--- src/inc/lnh_regs.svh ---
// timing constants and widths for the lin transceiver host controller
`ifndef LNH_REGS_SVH
`define LNH_REGS_SVH

// ----------------------------------------------------------------------
// clock
// ----------------------------------------------------------------------
`define LNH_CLK_MHZ                      100

// ----------------------------------------------------------------------
// times in their own units
// ----------------------------------------------------------------------
`define LNH_SLEEP_ENTRY_DELAY_US         50
`define LNH_SELECTION_SETUP_TIME_NS      5000
`define LNH_FIRST_TRANSMIT_DELAY_US      50
`define LNH_TOGGLE_WINDOW_US             35
`define LNH_FAST_EXIT_GLITCH_WINDOW_NS   5000
`define LNH_TOGGLE_STEP_US               10
`define LNH_GLITCH_PULSE_US              2

// ----------------------------------------------------------------------
// cycle counts (least times rounded up, longest rounded down)
// ----------------------------------------------------------------------
`define LNH_SETUP_CYC \
   ((`LNH_SELECTION_SETUP_TIME_NS * `LNH_CLK_MHZ + 999) / 1000)
`define LNH_TOGGLE_MAX_CYC   (`LNH_TOGGLE_WINDOW_US * `LNH_CLK_MHZ)
`define LNH_GLITCH_MAX_CYC \
   ((`LNH_FAST_EXIT_GLITCH_WINDOW_NS * `LNH_CLK_MHZ) / 1000)
`define LNH_TOGGLE_STEP_CYC  (`LNH_TOGGLE_STEP_US * `LNH_CLK_MHZ)
`define LNH_GLITCH_CYC       (`LNH_GLITCH_PULSE_US * `LNH_CLK_MHZ)

// ----------------------------------------------------------------------
// widths and reset levels
// ----------------------------------------------------------------------
`define LNH_TMR_W            13
`define LNH_MON_W            16
`define LNH_TXD_IDLE         1'h1
`define LNH_RXD_IDLE         1'h1

`endif

--- src/inc/lnh_pkg.sv ---
// types for the lin transceiver host controller
`include "lnh_regs.svh"

package lnh_pkg;

   typedef logic [`LNH_TMR_W-1:0] lnh_tmr_t;
   typedef logic [`LNH_MON_W-1:0] lnh_mon_t;

   typedef enum logic [2:0] {
      ST_IDLE,
      ST_SETUP,
      ST_SETTLE,
      ST_ACTIVE,
      ST_SLEEP_HOLD,
      ST_TOG_LOW,
      ST_TOG_TXH,
      ST_GLITCH
   } lnh_state_t;

   typedef enum logic [2:0] {
      CMD_WAKE_NORMAL,
      CMD_WAKE_SLOW,
      CMD_SLEEP,
      CMD_FAST_ENTER,
      CMD_FAST_EXIT
   } lnh_cmd_t;

   typedef enum logic [1:0] {
      MODE_OFF,
      MODE_NORMAL,
      MODE_SLOW,
      MODE_FAST
   } lnh_mode_t;

   typedef struct packed {
      lnh_state_t state;
      lnh_mode_t  mode;
      lnh_mode_t  base;
      logic       en;
      logic       txd;
      logic       rx_bit;
      logic       wake_seen;
      logic       reject;
      lnh_mon_t   en_low_cyc;
      lnh_mon_t   en_high_cyc;
      lnh_mon_t   txd_stable_cyc;
   } lnh_ctl_t;

   typedef struct packed {
      lnh_tmr_t cnt;
   } lnh_tmr_st_t;

endpackage

--- src/core/lnh_timer.sv ---
// down-counting delay timer used to measure every pin window
`timescale 1ns/100ps
`include "lnh_regs.svh"

module lnh_timer (
   input  wire logic             i_core_clk,
   input  wire logic             i_sys_rst,
   input  wire logic             i_load,
   input  wire lnh_pkg::lnh_tmr_t i_count,
   output logic                  o_done
);

   lnh_pkg::lnh_tmr_st_t st_reg;
   lnh_pkg::lnh_tmr_st_t st_next;

   always_comb begin
      st_next = st_reg;
      if (i_load) begin
         st_next.cnt = i_count;
      end else if (st_reg.cnt != '0) begin
         st_next.cnt = st_reg.cnt - lnh_pkg::lnh_tmr_t'(1);
      end
   end

   always_ff @(posedge i_core_clk) begin
      if (i_sys_rst) begin
         st_reg <= '0;
      end else begin
         st_reg <= st_next;
      end
   end

   // done is read only in states entered with a fresh load, so it needs
   // no load term; one would close a loop through the sequencer's load
   assign o_done = (st_reg.cnt == '0);

   a_timer_counts_down: assert property (
      @(posedge i_core_clk) disable iff (i_sys_rst)
      (!i_load && st_reg.cnt != '0) |=> (st_reg.cnt == $past(st_reg.cnt) - 1)
   ) else $error("timer did not count down by one");

endmodule

--- src/core/lnh_host.sv ---
// host-side controller driving transmit and mode control pins of a lin phy
`timescale 1ns/100ps
`include "lnh_regs.svh"

// Overview of operation
// - host holds mode control low at least 50 us to request sleep.
// - host sets transmit level 5.0 us before raising mode control.
// - host waits 50 us after mode selection before first data edge.
// - fast toggle, mode low to mode high, finishes within 35 us.
// - sleep requested by mode control low while transmit is high.
// - toggle: both low, transmit high, then mode high enters fast.
module lnh_host #(
   parameter int unsigned P_SLEEP_ENTRY_CYC =
      `LNH_SLEEP_ENTRY_DELAY_US * `LNH_CLK_MHZ,
   parameter int unsigned P_FIRST_TRANSMIT_CYC =
      `LNH_FIRST_TRANSMIT_DELAY_US * `LNH_CLK_MHZ
) (
   input  wire logic              i_core_clk,
   input  wire logic              i_sys_rst,
   input  wire logic              i_cmd_valid,
   input  wire lnh_pkg::lnh_cmd_t i_cmd,
   output logic                   o_cmd_ready,
   output logic                   o_cmd_reject,
   input  wire logic              i_tx_bit,
   output logic                   o_tx_ready,
   input  wire logic              i_rxd,
   output logic                   o_rx_bit,
   output logic                   o_wake_seen,
   output lnh_pkg::lnh_mode_t     o_mode,
   output logic                   o_en,
   output logic                   o_txd
);

   // -------------------------------------------------------------------
   // state and timer
   // -------------------------------------------------------------------
   lnh_pkg::lnh_ctl_t ctl_reg;
   lnh_pkg::lnh_ctl_t ctl_next;
   logic              tmr_load;
   lnh_pkg::lnh_tmr_t tmr_count;
   logic              tmr_done;

   lnh_timer i_lnh_timer (
      .i_core_clk (i_core_clk),
      .i_sys_rst  (i_sys_rst),
      .i_load     (tmr_load),
      .i_count    (tmr_count),
      .o_done     (tmr_done)
   );

   function automatic lnh_pkg::lnh_mon_t sat_inc(lnh_pkg::lnh_mon_t v);
      sat_inc = (v == '1) ? v : v + lnh_pkg::lnh_mon_t'(1);
   endfunction

   // -------------------------------------------------------------------
   // sequencer
   // -------------------------------------------------------------------
   always_comb begin
      ctl_next = ctl_reg;
      ctl_next.reject = 1'h0;
      tmr_load = 1'h0;
      tmr_count = '0;
      ctl_next.rx_bit = i_rxd;
      // rxd low while the host is idle is the phy's wake report
      ctl_next.wake_seen = (ctl_reg.state == lnh_pkg::ST_IDLE) && !i_rxd;
      case (ctl_reg.state)
         lnh_pkg::ST_IDLE: begin
            if (i_cmd_valid) begin
               if (i_cmd == lnh_pkg::CMD_WAKE_NORMAL ||
                   i_cmd == lnh_pkg::CMD_WAKE_SLOW) begin
                  ctl_next.state = lnh_pkg::ST_SETUP;
                  // high selects normal, low selects slow
                  ctl_next.txd = (i_cmd == lnh_pkg::CMD_WAKE_NORMAL);
                  ctl_next.base = (i_cmd == lnh_pkg::CMD_WAKE_NORMAL) ?
                     lnh_pkg::MODE_NORMAL : lnh_pkg::MODE_SLOW;
                  tmr_load = 1'h1;
                  tmr_count = lnh_pkg::lnh_tmr_t'(`LNH_SETUP_CYC);
               end else begin
                  ctl_next.reject = 1'h1;
               end
            end
         end
         lnh_pkg::ST_SETUP: begin
            if (tmr_done) begin
               ctl_next.en = 1'h1;
               ctl_next.mode = ctl_reg.base;
               ctl_next.state = lnh_pkg::ST_SETTLE;
               tmr_load = 1'h1;
               tmr_count = lnh_pkg::lnh_tmr_t'(P_FIRST_TRANSMIT_CYC);
            end
         end
         lnh_pkg::ST_SETTLE: begin
            // transmit held at its selection level until the wait ends
            if (tmr_done) begin
               ctl_next.state = lnh_pkg::ST_ACTIVE;
            end
         end
         lnh_pkg::ST_ACTIVE: begin
            ctl_next.txd = i_tx_bit;
            if (i_cmd_valid) begin
               case (i_cmd)
                  lnh_pkg::CMD_SLEEP: begin
                     ctl_next.state = lnh_pkg::ST_SLEEP_HOLD;
                     ctl_next.en = 1'h0;
                     ctl_next.txd = 1'h1;
                     tmr_load = 1'h1;
                     tmr_count = lnh_pkg::lnh_tmr_t'(P_SLEEP_ENTRY_CYC);
                  end
                  lnh_pkg::CMD_FAST_ENTER: begin
                     if (ctl_reg.mode != lnh_pkg::MODE_FAST) begin
                        ctl_next.state = lnh_pkg::ST_TOG_LOW;
                        ctl_next.en = 1'h0;
                        ctl_next.txd = 1'h0;
                        tmr_load = 1'h1;
                        tmr_count =
                           lnh_pkg::lnh_tmr_t'(`LNH_TOGGLE_STEP_CYC);
                     end else begin
                        ctl_next.reject = 1'h1;
                     end
                  end
                  lnh_pkg::CMD_FAST_EXIT: begin
                     if (ctl_reg.mode == lnh_pkg::MODE_FAST) begin
                        ctl_next.state = lnh_pkg::ST_GLITCH;
                        ctl_next.en = 1'h0;
                        ctl_next.txd = 1'h1;
                        tmr_load = 1'h1;
                        tmr_count =
                           lnh_pkg::lnh_tmr_t'(`LNH_GLITCH_CYC);
                     end else begin
                        ctl_next.reject = 1'h1;
                     end
                  end
                  // rate is locked until the phy has slept
                  default: ctl_next.reject = 1'h1;
               endcase
            end
         end
         lnh_pkg::ST_SLEEP_HOLD: begin
            if (tmr_done) begin
               ctl_next.state = lnh_pkg::ST_IDLE;
               ctl_next.mode = lnh_pkg::MODE_OFF;
            end
         end
         lnh_pkg::ST_TOG_LOW: begin
            if (tmr_done) begin
               ctl_next.state = lnh_pkg::ST_TOG_TXH;
               ctl_next.txd = 1'h1;
               tmr_load = 1'h1;
               tmr_count = lnh_pkg::lnh_tmr_t'(`LNH_TOGGLE_STEP_CYC);
            end
         end
         lnh_pkg::ST_TOG_TXH: begin
            if (tmr_done) begin
               ctl_next.state = lnh_pkg::ST_SETTLE;
               ctl_next.en = 1'h1;
               ctl_next.mode = lnh_pkg::MODE_FAST;
               tmr_load = 1'h1;
               tmr_count = lnh_pkg::lnh_tmr_t'(P_FIRST_TRANSMIT_CYC);
            end
         end
         lnh_pkg::ST_GLITCH: begin
            if (tmr_done) begin
               ctl_next.state = lnh_pkg::ST_SETTLE;
               ctl_next.en = 1'h1;
               ctl_next.mode = ctl_reg.base;
               tmr_load = 1'h1;
               tmr_count = lnh_pkg::lnh_tmr_t'(P_FIRST_TRANSMIT_CYC);
            end
         end
         default: ctl_next.state = lnh_pkg::ST_IDLE;
      endcase
      // pin history, kept so the timing checks can see it
      ctl_next.en_low_cyc = ctl_reg.en ? '0 : sat_inc(ctl_reg.en_low_cyc);
      ctl_next.en_high_cyc = ctl_reg.en ? sat_inc(ctl_reg.en_high_cyc) : '0;
      ctl_next.txd_stable_cyc = (ctl_next.txd != ctl_reg.txd) ? '0 :
         sat_inc(ctl_reg.txd_stable_cyc);
   end

   always_ff @(posedge i_core_clk) begin
      if (i_sys_rst) begin
         ctl_reg <= '0;
         ctl_reg.state <= lnh_pkg::ST_IDLE;
         ctl_reg.mode <= lnh_pkg::MODE_OFF;
         ctl_reg.base <= lnh_pkg::MODE_OFF;
         ctl_reg.txd <= `LNH_TXD_IDLE;
         ctl_reg.rx_bit <= `LNH_RXD_IDLE;
      end else begin
         ctl_reg <= ctl_next;
      end
   end

   // -------------------------------------------------------------------
   // outputs
   // -------------------------------------------------------------------
   assign o_cmd_ready = (ctl_reg.state == lnh_pkg::ST_IDLE) ||
                        (ctl_reg.state == lnh_pkg::ST_ACTIVE);
   assign o_tx_ready = (ctl_reg.state == lnh_pkg::ST_ACTIVE);
   assign o_cmd_reject = ctl_reg.reject;
   assign o_rx_bit = ctl_reg.rx_bit;
   assign o_wake_seen = ctl_reg.wake_seen;
   assign o_mode = ctl_reg.mode;
   assign o_en = ctl_reg.en;
   assign o_txd = ctl_reg.txd;

   // -------------------------------------------------------------------
   // checks
   // -------------------------------------------------------------------
   a_sleep_hold_len: assert property (
      @(posedge i_core_clk) disable iff (i_sys_rst)
      (ctl_reg.state == lnh_pkg::ST_SLEEP_HOLD && tmr_done) |->
         (ctl_reg.en_low_cyc >= P_SLEEP_ENTRY_CYC)
   ) else $error("sleep request released too early");

   a_setup_before_en: assert property (
      @(posedge i_core_clk) disable iff (i_sys_rst)
      ($rose(ctl_reg.en) && $past(ctl_reg.state) == lnh_pkg::ST_SETUP) |->
         (ctl_reg.txd_stable_cyc >= `LNH_SETUP_CYC)
   ) else $error("transmit level not set up before mode rise");

   a_first_tx_wait: assert property (
      @(posedge i_core_clk) disable iff (i_sys_rst)
      ($changed(ctl_reg.txd) && ctl_reg.en && $past(ctl_reg.en)) |->
         (ctl_reg.en_high_cyc >= P_FIRST_TRANSMIT_CYC)
   ) else $error("data edge before first transmit delay");

   a_toggle_window: assert property (
      @(posedge i_core_clk) disable iff (i_sys_rst)
      ($rose(ctl_reg.en) && $past(ctl_reg.state) == lnh_pkg::ST_TOG_TXH)
         |-> (ctl_reg.en_low_cyc < `LNH_TOGGLE_MAX_CYC)
   ) else $error("toggle sequence too long");

   a_toggle_start: assert property (
      @(posedge i_core_clk) disable iff (i_sys_rst)
      ($fell(ctl_reg.en) && ctl_reg.state == lnh_pkg::ST_TOG_LOW) |->
         !ctl_reg.txd
   ) else $error("toggle did not start with both pins low");

   // each step outlasts a delay range, so the pin history proves order
   a_toggle_order: assert property (
      @(posedge i_core_clk) disable iff (i_sys_rst)
      ($rose(ctl_reg.en) && $past(ctl_reg.state) == lnh_pkg::ST_TOG_TXH)
         |-> ctl_reg.txd && (ctl_reg.txd_stable_cyc != '0) &&
         (ctl_reg.txd_stable_cyc < ctl_reg.en_low_cyc) &&
         (ctl_reg.mode == lnh_pkg::MODE_FAST)
   ) else $error("toggle steps out of order");

   a_glitch_short: assert property (
      @(posedge i_core_clk) disable iff (i_sys_rst)
      ($rose(ctl_reg.en) && $past(ctl_reg.state) == lnh_pkg::ST_GLITCH) |->
         (ctl_reg.en_low_cyc < `LNH_GLITCH_MAX_CYC) &&
         (ctl_reg.mode == ctl_reg.base)
   ) else $error("fast exit pulse too long or wrong mode");

   a_sleep_txd_high: assert property (
      @(posedge i_core_clk) disable iff (i_sys_rst)
      (ctl_reg.state == lnh_pkg::ST_ACTIVE && i_cmd_valid &&
       i_cmd == lnh_pkg::CMD_SLEEP) |=>
         (!ctl_reg.en && ctl_reg.txd) throughout
         (ctl_reg.state == lnh_pkg::ST_SLEEP_HOLD) [*8]
   ) else $error("sleep request without transmit high");

   a_rate_lock: assert property (
      @(posedge i_core_clk) disable iff (i_sys_rst)
      (ctl_reg.state == lnh_pkg::ST_ACTIVE && i_cmd_valid &&
       (i_cmd == lnh_pkg::CMD_WAKE_NORMAL ||
        i_cmd == lnh_pkg::CMD_WAKE_SLOW)) |=>
         ($stable(ctl_reg.base) && ctl_reg.reject)
   ) else $error("rate changed without sleep");

endmodule

--- config.mk ---
export PLATFORM = sky130hd
export DESIGN_NAME = lnh_host
export DESIGN_NICKNAME = d
export VERILOG_FILES = /design/src/inc/lnh_pkg.sv /design/src/core/lnh_timer.sv /design/src/core/lnh_host.sv
export VERILOG_INCLUDE_DIRS = /design/src /design/src/inc
export SDC_FILE = /design/constraint.sdc
export NUM_CORES = 1
export LEC_CHECK = 0
export BUFFER_PORTS_ARGS = -buffer_cell sky130_fd_sc_hd__buf_2
export CELL_PAD_IN_SITES_DETAIL_PLACEMENT = 2
export CELL_PAD_IN_SITES_GLOBAL_PLACEMENT = 2
export CORE_UTILIZATION = 37
export CTS_BUF_LIST = sky130_fd_sc_hd__clkbuf_4
export DETAILED_ROUTE_END_ITERATION = 8
export PLACE_DENSITY_LB_ADDON = 0.1
export SLEW_MARGIN = 20
export SYNTH_ARGS = -nofsm -noshare
export SYNTH_HDL_FRONTEND = slang
export SYNTH_SLANG_ARGS = --single-unit
--- constraint.sdc ---
create_clock -name i_core_clk -period 2.27 [get_ports i_core_clk]
set_input_delay 0.1135 -clock i_core_clk [delete_from_list [all_inputs] [get_ports i_core_clk]]
set_output_delay 0.1135 -clock i_core_clk [all_outputs]
set_load 0.03 [all_outputs]
Word level (Yosys, flattened, before mapping)
Cells that the tools add are included.
{"block": "word_totals", "ff_bits": 25, "elab_cells": 104, "output_inout_bits": 9}
{"block": "classes", "n_mux": 49, "n_eq_ne": 25, "n_reduce_logical": 20, "addsub": 1}
{"operator": "13-bit two-way mux", "n": 5}
{"operator": "13-bit one-hot mux with 4 select lines", "n": 1}
{"operator": "13-bit one-hot mux with 3 select lines", "n": 1}
{"operator": "3-bit two-way mux", "n": 7}
{"operator": "3-bit one-hot mux with 7 select lines", "n": 1}
{"operator": "10-bit two-way mux", "n": 2}
{"operator": "3-bit equality test (second input constant)", "n": 5}
{"operator": "5-bit two-way mux", "n": 3}
{"operator": "1-bit two-way mux", "n": 14}
{"operator": "2-bit by 1-bit inequality test with 1-bit output (second input constant)", "n": 7}
{"operator": "13-bit logical NOT", "n": 1}
{"operator": "13-bit nonzero test", "n": 1}
{"operator": "13-bit by 1-bit subtractor with 13-bit output (second input constant)", "n": 1}
{"operator": "3-bit by 2-bit equality test with 1-bit output (second input constant)", "n": 4}
{"operator": "1-bit one-hot mux with 3 select lines", "n": 4}
{"operator": "2-bit one-hot mux with 3 select lines", "n": 2}
{"operator": "11-bit AND reduction", "n": 1}
{"operator": "9-bit two-way mux", "n": 1}
{"operator": "3-bit one-hot mux with 3 select lines", "n": 1}
{"operator": "2-bit two-way mux", "n": 4}
{"operator": "8-bit two-way mux", "n": 1}
{"operator": "4-bit AND reduction", "n": 2}
{"operator": "3-bit by 1-bit equality test with 1-bit output (second input constant)", "n": 2}
{"operator": "3-bit logical NOT", "n": 2}
{"operator": "other kinds (15)", "n": 22}

Longest topological paths before layout
{"block": "logic_depth", "ltp_word": 6, "depth_mapped": 8, "depth_no_buf": 7}

Hierarchy
From an unflattened synthesis, not the netlist that was laid out.
{"block": "unflattened", "hier_cells": 202, "hier_area_um2": 1647.8}
{"mod": "lnh_host", "area_each_um2": 884.6, "seq_area_each_um2": 240.2, "instances": 1, "cells_each": 112}
{"mod": "lnh_timer", "area_each_um2": 763.2, "seq_area_each_um2": 260.2, "instances": 1, "cells_each": 90}

Worst setup path after synthesis
OpenSTA, ideal clock, no wires.
{"block": "synth_timing", "path_type": "register to register", "startpoint": "reg ctl_reg[58] in the netlist's numbering", "endpoint": "reg ctl_reg[58] in the netlist's numbering", "path_stages_with_launch": 7, "setup_slack_ns": 0.305, "synth_period_minus_slack_ns": 1.965, "n_path_buf": 1, "t_required_ns": 2.136, "setup_time_ns": 0.134, "arrival_ns": 1.831, "cell_sequence": "dfxtp_1 -> clkbuf_8 -> or2_2 -> a21oi_1 -> o32ai_1 -> a21oi_1 -> a211oi_1"}
{"block": "synth_between", "elab_chain_cells": 4, "word_cells_on_any_way": 22}
{"element": "from (decl)", "line": "lnh_host.sv:37", "text": "lnh_pkg::lnh_ctl_t ctl_reg;"}
{"element": "from (signal assigned)", "line": "lnh_host.sv:188", "text": "ctl_reg <= ctl_next;"}
{"element": "3-bit equality test or 3-bit by 1-bit equality test with 1-bit output (tied branches)", "line": "lnh_host.sv:66", "text": "case (ctl_reg.state)"}
{"element": "2-bit OR reduction (no source line)"}
{"element": "2-bit by 1-bit inequality test with 1-bit output (no source line)"}
{"element": "11-bit AND reduction (no source line)"}
Several ways; a longest one is shown, not always the timed one.
A chain may end at the register's enable or synchronous reset.

Final worst setup path
{"block": "layout_timing", "startpoint": "reg ctl_reg[57] in the netlist's numbering", "endpoint": "reg i_lnh_timer.st_reg[8] in the netlist's numbering"}
{"block": "layout_between", "elab_chain_cells": 4, "word_cells_on_any_way": 12}
{"element": "3-bit equality test or 3-bit by 1-bit equality test with 1-bit output (tied branches)", "line": "lnh_host.sv:66"}
{"element": "4-bit OR reduction (no source line) or 3-bit OR reduction (tied branches)"}
{"element": "1-bit one-hot mux with 3 select lines or 13-bit one-hot mux with 4 select lines (tied branches)", "line": "lnh_host.sv:66"}
{"element": "13-bit two-way mux or 2-bit nonzero test (tied branches)"}
{"element": "to (signal assigned)", "line": "lnh_timer.sv:29", "text": "st_reg <= st_next;"}
{"element": "to (decl)", "line": "lnh_timer.sv:13", "text": "lnh_pkg::lnh_tmr_st_t st_reg;"}
Several ways; a longest one is shown, not always the timed one.

==> results.json <==
{
  "outcome": "complete, no violations",
  "path_cells": "nand2_1 -> or2_1 -> a22o_1 -> a31o_1 -> a41oi_1",
  "crit_family": "compound AO/OA/AOI/OAI gates",
  "critPathKind": "reg -> reg",
  "synth.distinct_cells": 60,
  "path_buf_inv": 0,
  "ant_nets": 0,
  "fp-row-count": 23,
  "max_slew_margin": 0.676,
  "track_usage": 0.241,
  "async_flop_share": 0,
  "max_freq_mhz": 487,
  "vias_per_cell": 5.91,
  "worst_pin_slew_ps": 486,
  "yosysWarnings": 0,
  "synth-seq-area-share": 0.306,
  "wl_per_cell_um": 19.8,
  "synth_top_area_share": 0.306,
  "grt_max_degree": 20,
  "overflow": 0,
  "ys_top_cells_by_area": "dfxtp_1 31%, nand3_1 3.7%, nand2_1 3.2%, xnor2_1 3.2%, a21oi_1 3.1%",
  "h-tree-depth": 1,
  "drt_iter0_drc": 65,
  "antenna_cells": 0,
  "worstHoldStart": "i_cmd_valid",
  "drt_pass1_iterations": 4,
  "layout_common_cells": "25 x dfxtp_1, 16 x buf_2, 14 x nand2_1",
  "portBuffers": 16,
  "coreArea_mm2": 0.00412,
  "cts_setup_buffers": 0,
  "critPathSlowestCell": "dfxtp_1",
  "synth-edff-count": 0,
  "cts_tree": "yes",
  "numCtsBuffers": 3,
  "vias": 1483,
  "leakagePower_nw": 0.673,
  "die_h_um": 68.5,
  "final-seq-area_um2": 500,
  "die_w_um": 68.5,
  "period_minus_slack_ps": 2050,
  "clk_pin_slew_ps": 150,
  "max-vdd-ir-drop_uv": 343,
  "r2r-start": "ctl_reg[57]$_SDFFE_PP0P_",
  "worst_setup_path_start_kind": "register",
  "powerDensity_mw_per_mm2": 1060,
  "hpwlAfterDp_um": 3780,
  "p_total_mw": 1.87,
  "ioPinCount": 17,
  "arrival_ps": 2320,
  "clock-sinks": 25,
  "layout_worst_path_cycle_share": 0.905,
  "mostFrequentLayoutCell": "dfxtp_1",
  "wl_um": 4970,
  "ys_ff_latch": 25,
  "root_buffer": "clkbuf_4",
  "max-cap-violations": 0,
  "drive_gt1_frac": 0.224,
  "syn_inst": 186,
  "largest_reg_flops": 13,
  "drv_slew": 0,
  "hp-class": "in -> reg",
  "synth_top_area_cell": "dfxtp_1",
  "initial_core_util": 0.398,
  "setup_tns_ps": 0,
  "multi_input_area_um2": 993,
  "syn_avg_cell_area_um2": 8.81,
  "place.gp.congestion": 0.837,
  "timing.critical_path.from": "ctl_reg[57]$_SDFFE_PP0P_",
  "synth_flop_cell": "dfxtp_1",
  "grt_pass1_vias": 1503,
  "fillers": 466,
  "skew_ps": 10.4,
  "crit_path_end_kind": "register",
  "finalHoldViolations": 0,
  "syn-num-nets": 195,
  "netlist_area_mm2": 0.00164,
  "rsz0062_at_grt": "false",
  "area_growth_pct": 7.95,
  "insertion_delay_ps": 340,
  "die_area_mm2": 0.00470,
  "antenna_found_initial": 0,
  "critPathMaxStageDelay_ps": 490,
  "crit_fanout": 9,
  "setup_viol": 0,
  "cp.required_ps": 2530,
  "grt_pass1_wl_um": 8140,
  "clk_path_buf_depth": 2,
  "fin_nets": 211,
  "fin_util": 0.430,
  "route.detailed.drc": 0
}
## tightest hold or removal path: cells and delay by family
| family | cells | cell delay [ps] |
|---|---|---|
| buffers and inverters | 1 | 130 |
| AND/OR/NAND/NOR | 1 | 70 |
| AO/OA/AOI/OAI | 1 | 40 |
## where the power goes
group / switching [mW] / leakage (nW) / total (mW) / internal (mW)
Clock: 0.147 / 0.0177 / 0.214 / 0.0663
Combinational: 0.529 / 0.450 / 0.966 / 0.437
Sequential: 0.140 / 0.205 / 0.686 / 0.546
Total: 0.816 / 0.673 / 1.87 / 1.05
## stage by stage
stage / hold slack (ps) / setup WS [ps] / cell area [um^2] / instances
after global routing: 35.1 / 40.6 / 1770 / 251
after detailed placement: 321 / 154 / 1730 / 246
after floorplan: 234 / 305 / 1640 / 186
after CTS: 41.9 / 113 / 1760 / 251
after global placement: 319 / 270 / 1730 / 246
final: 52.4 / 215 / 1770 / 251
## layer usage
layer	part of all wire	track usage	vias to the layer above	routed length (um)
met5	0	0	-	0
met3	0.021	0.0296	7	106
met1	0.50	0.340	734	2490
met2	0.46	0.376	24	2310
met4	0.013	0.0781	0	67
li1	-	-	718	-
## path summary, 6_finish.rpt
path,cells after the start,endpoint,slack [ps]
worst max register to register,5,i_lnh_timer.st_reg[8]$_SDFFE_PP0P_,220
worst min-delay path,3,o_cmd_reject$_SDFF_PP0_,50
worst max-delay path,5,i_lnh_timer.st_reg[8]$_SDFFE_PP0P_,220
worst min register to register,2,ctl_reg[54]$_SDFFE_PP0P_,490
## synthesized netlist by cell type (all sizes together) (2+ instances only)
master	number
dfxtp	25
nand2	15
nand3	12
nor2	12
a21oi	10
buf	10
inv	9
nor3	9
a31oi	7
o21ai	7
xnor2	6
clkbuf	4
nor4	4
or2	4
a211oi	3
a311oi	3
nand2b	3
o211ai	3
xor2	3
and2b	2
nand3b	2
nand4	2
nor3b	2
o211a	2
o21bai	2
or3	2
or4	2
## cell type report
type | instances | area share
Inverter | 9 | 0.0191
Clock buffer | 3 | 0.0127
Multi-Input combinational cell | 138 | 0.562
Sequential cell | 25 | 0.283
Tap cell | 50 | 0.0354
Clock inverter | 1 | 0.00283
Timing Repair Buffer | 25 | 0.0849
## kinds of logic after synthesis
kind of cell | count (synthesis) | share of synthesized area
flops | 25 | 0.306
xor+xnor | 9 | 0.0481
simple gates | 76 | 0.312
mux | 2 | 0.0130
compound gates | 50 | 0.223
buf+inv | 23 | 0.0909
fa+ha+maj | 1 | 0.00764
## repair_timing
action                                  in CTS  in global routing
hold buffers                                 1                  0
gates resized for setup                      0                  2
endpoints found under the setup margin       0                  5
endpoints found under the hold margin        1                  0
Power figures use the tool's default switching activity.
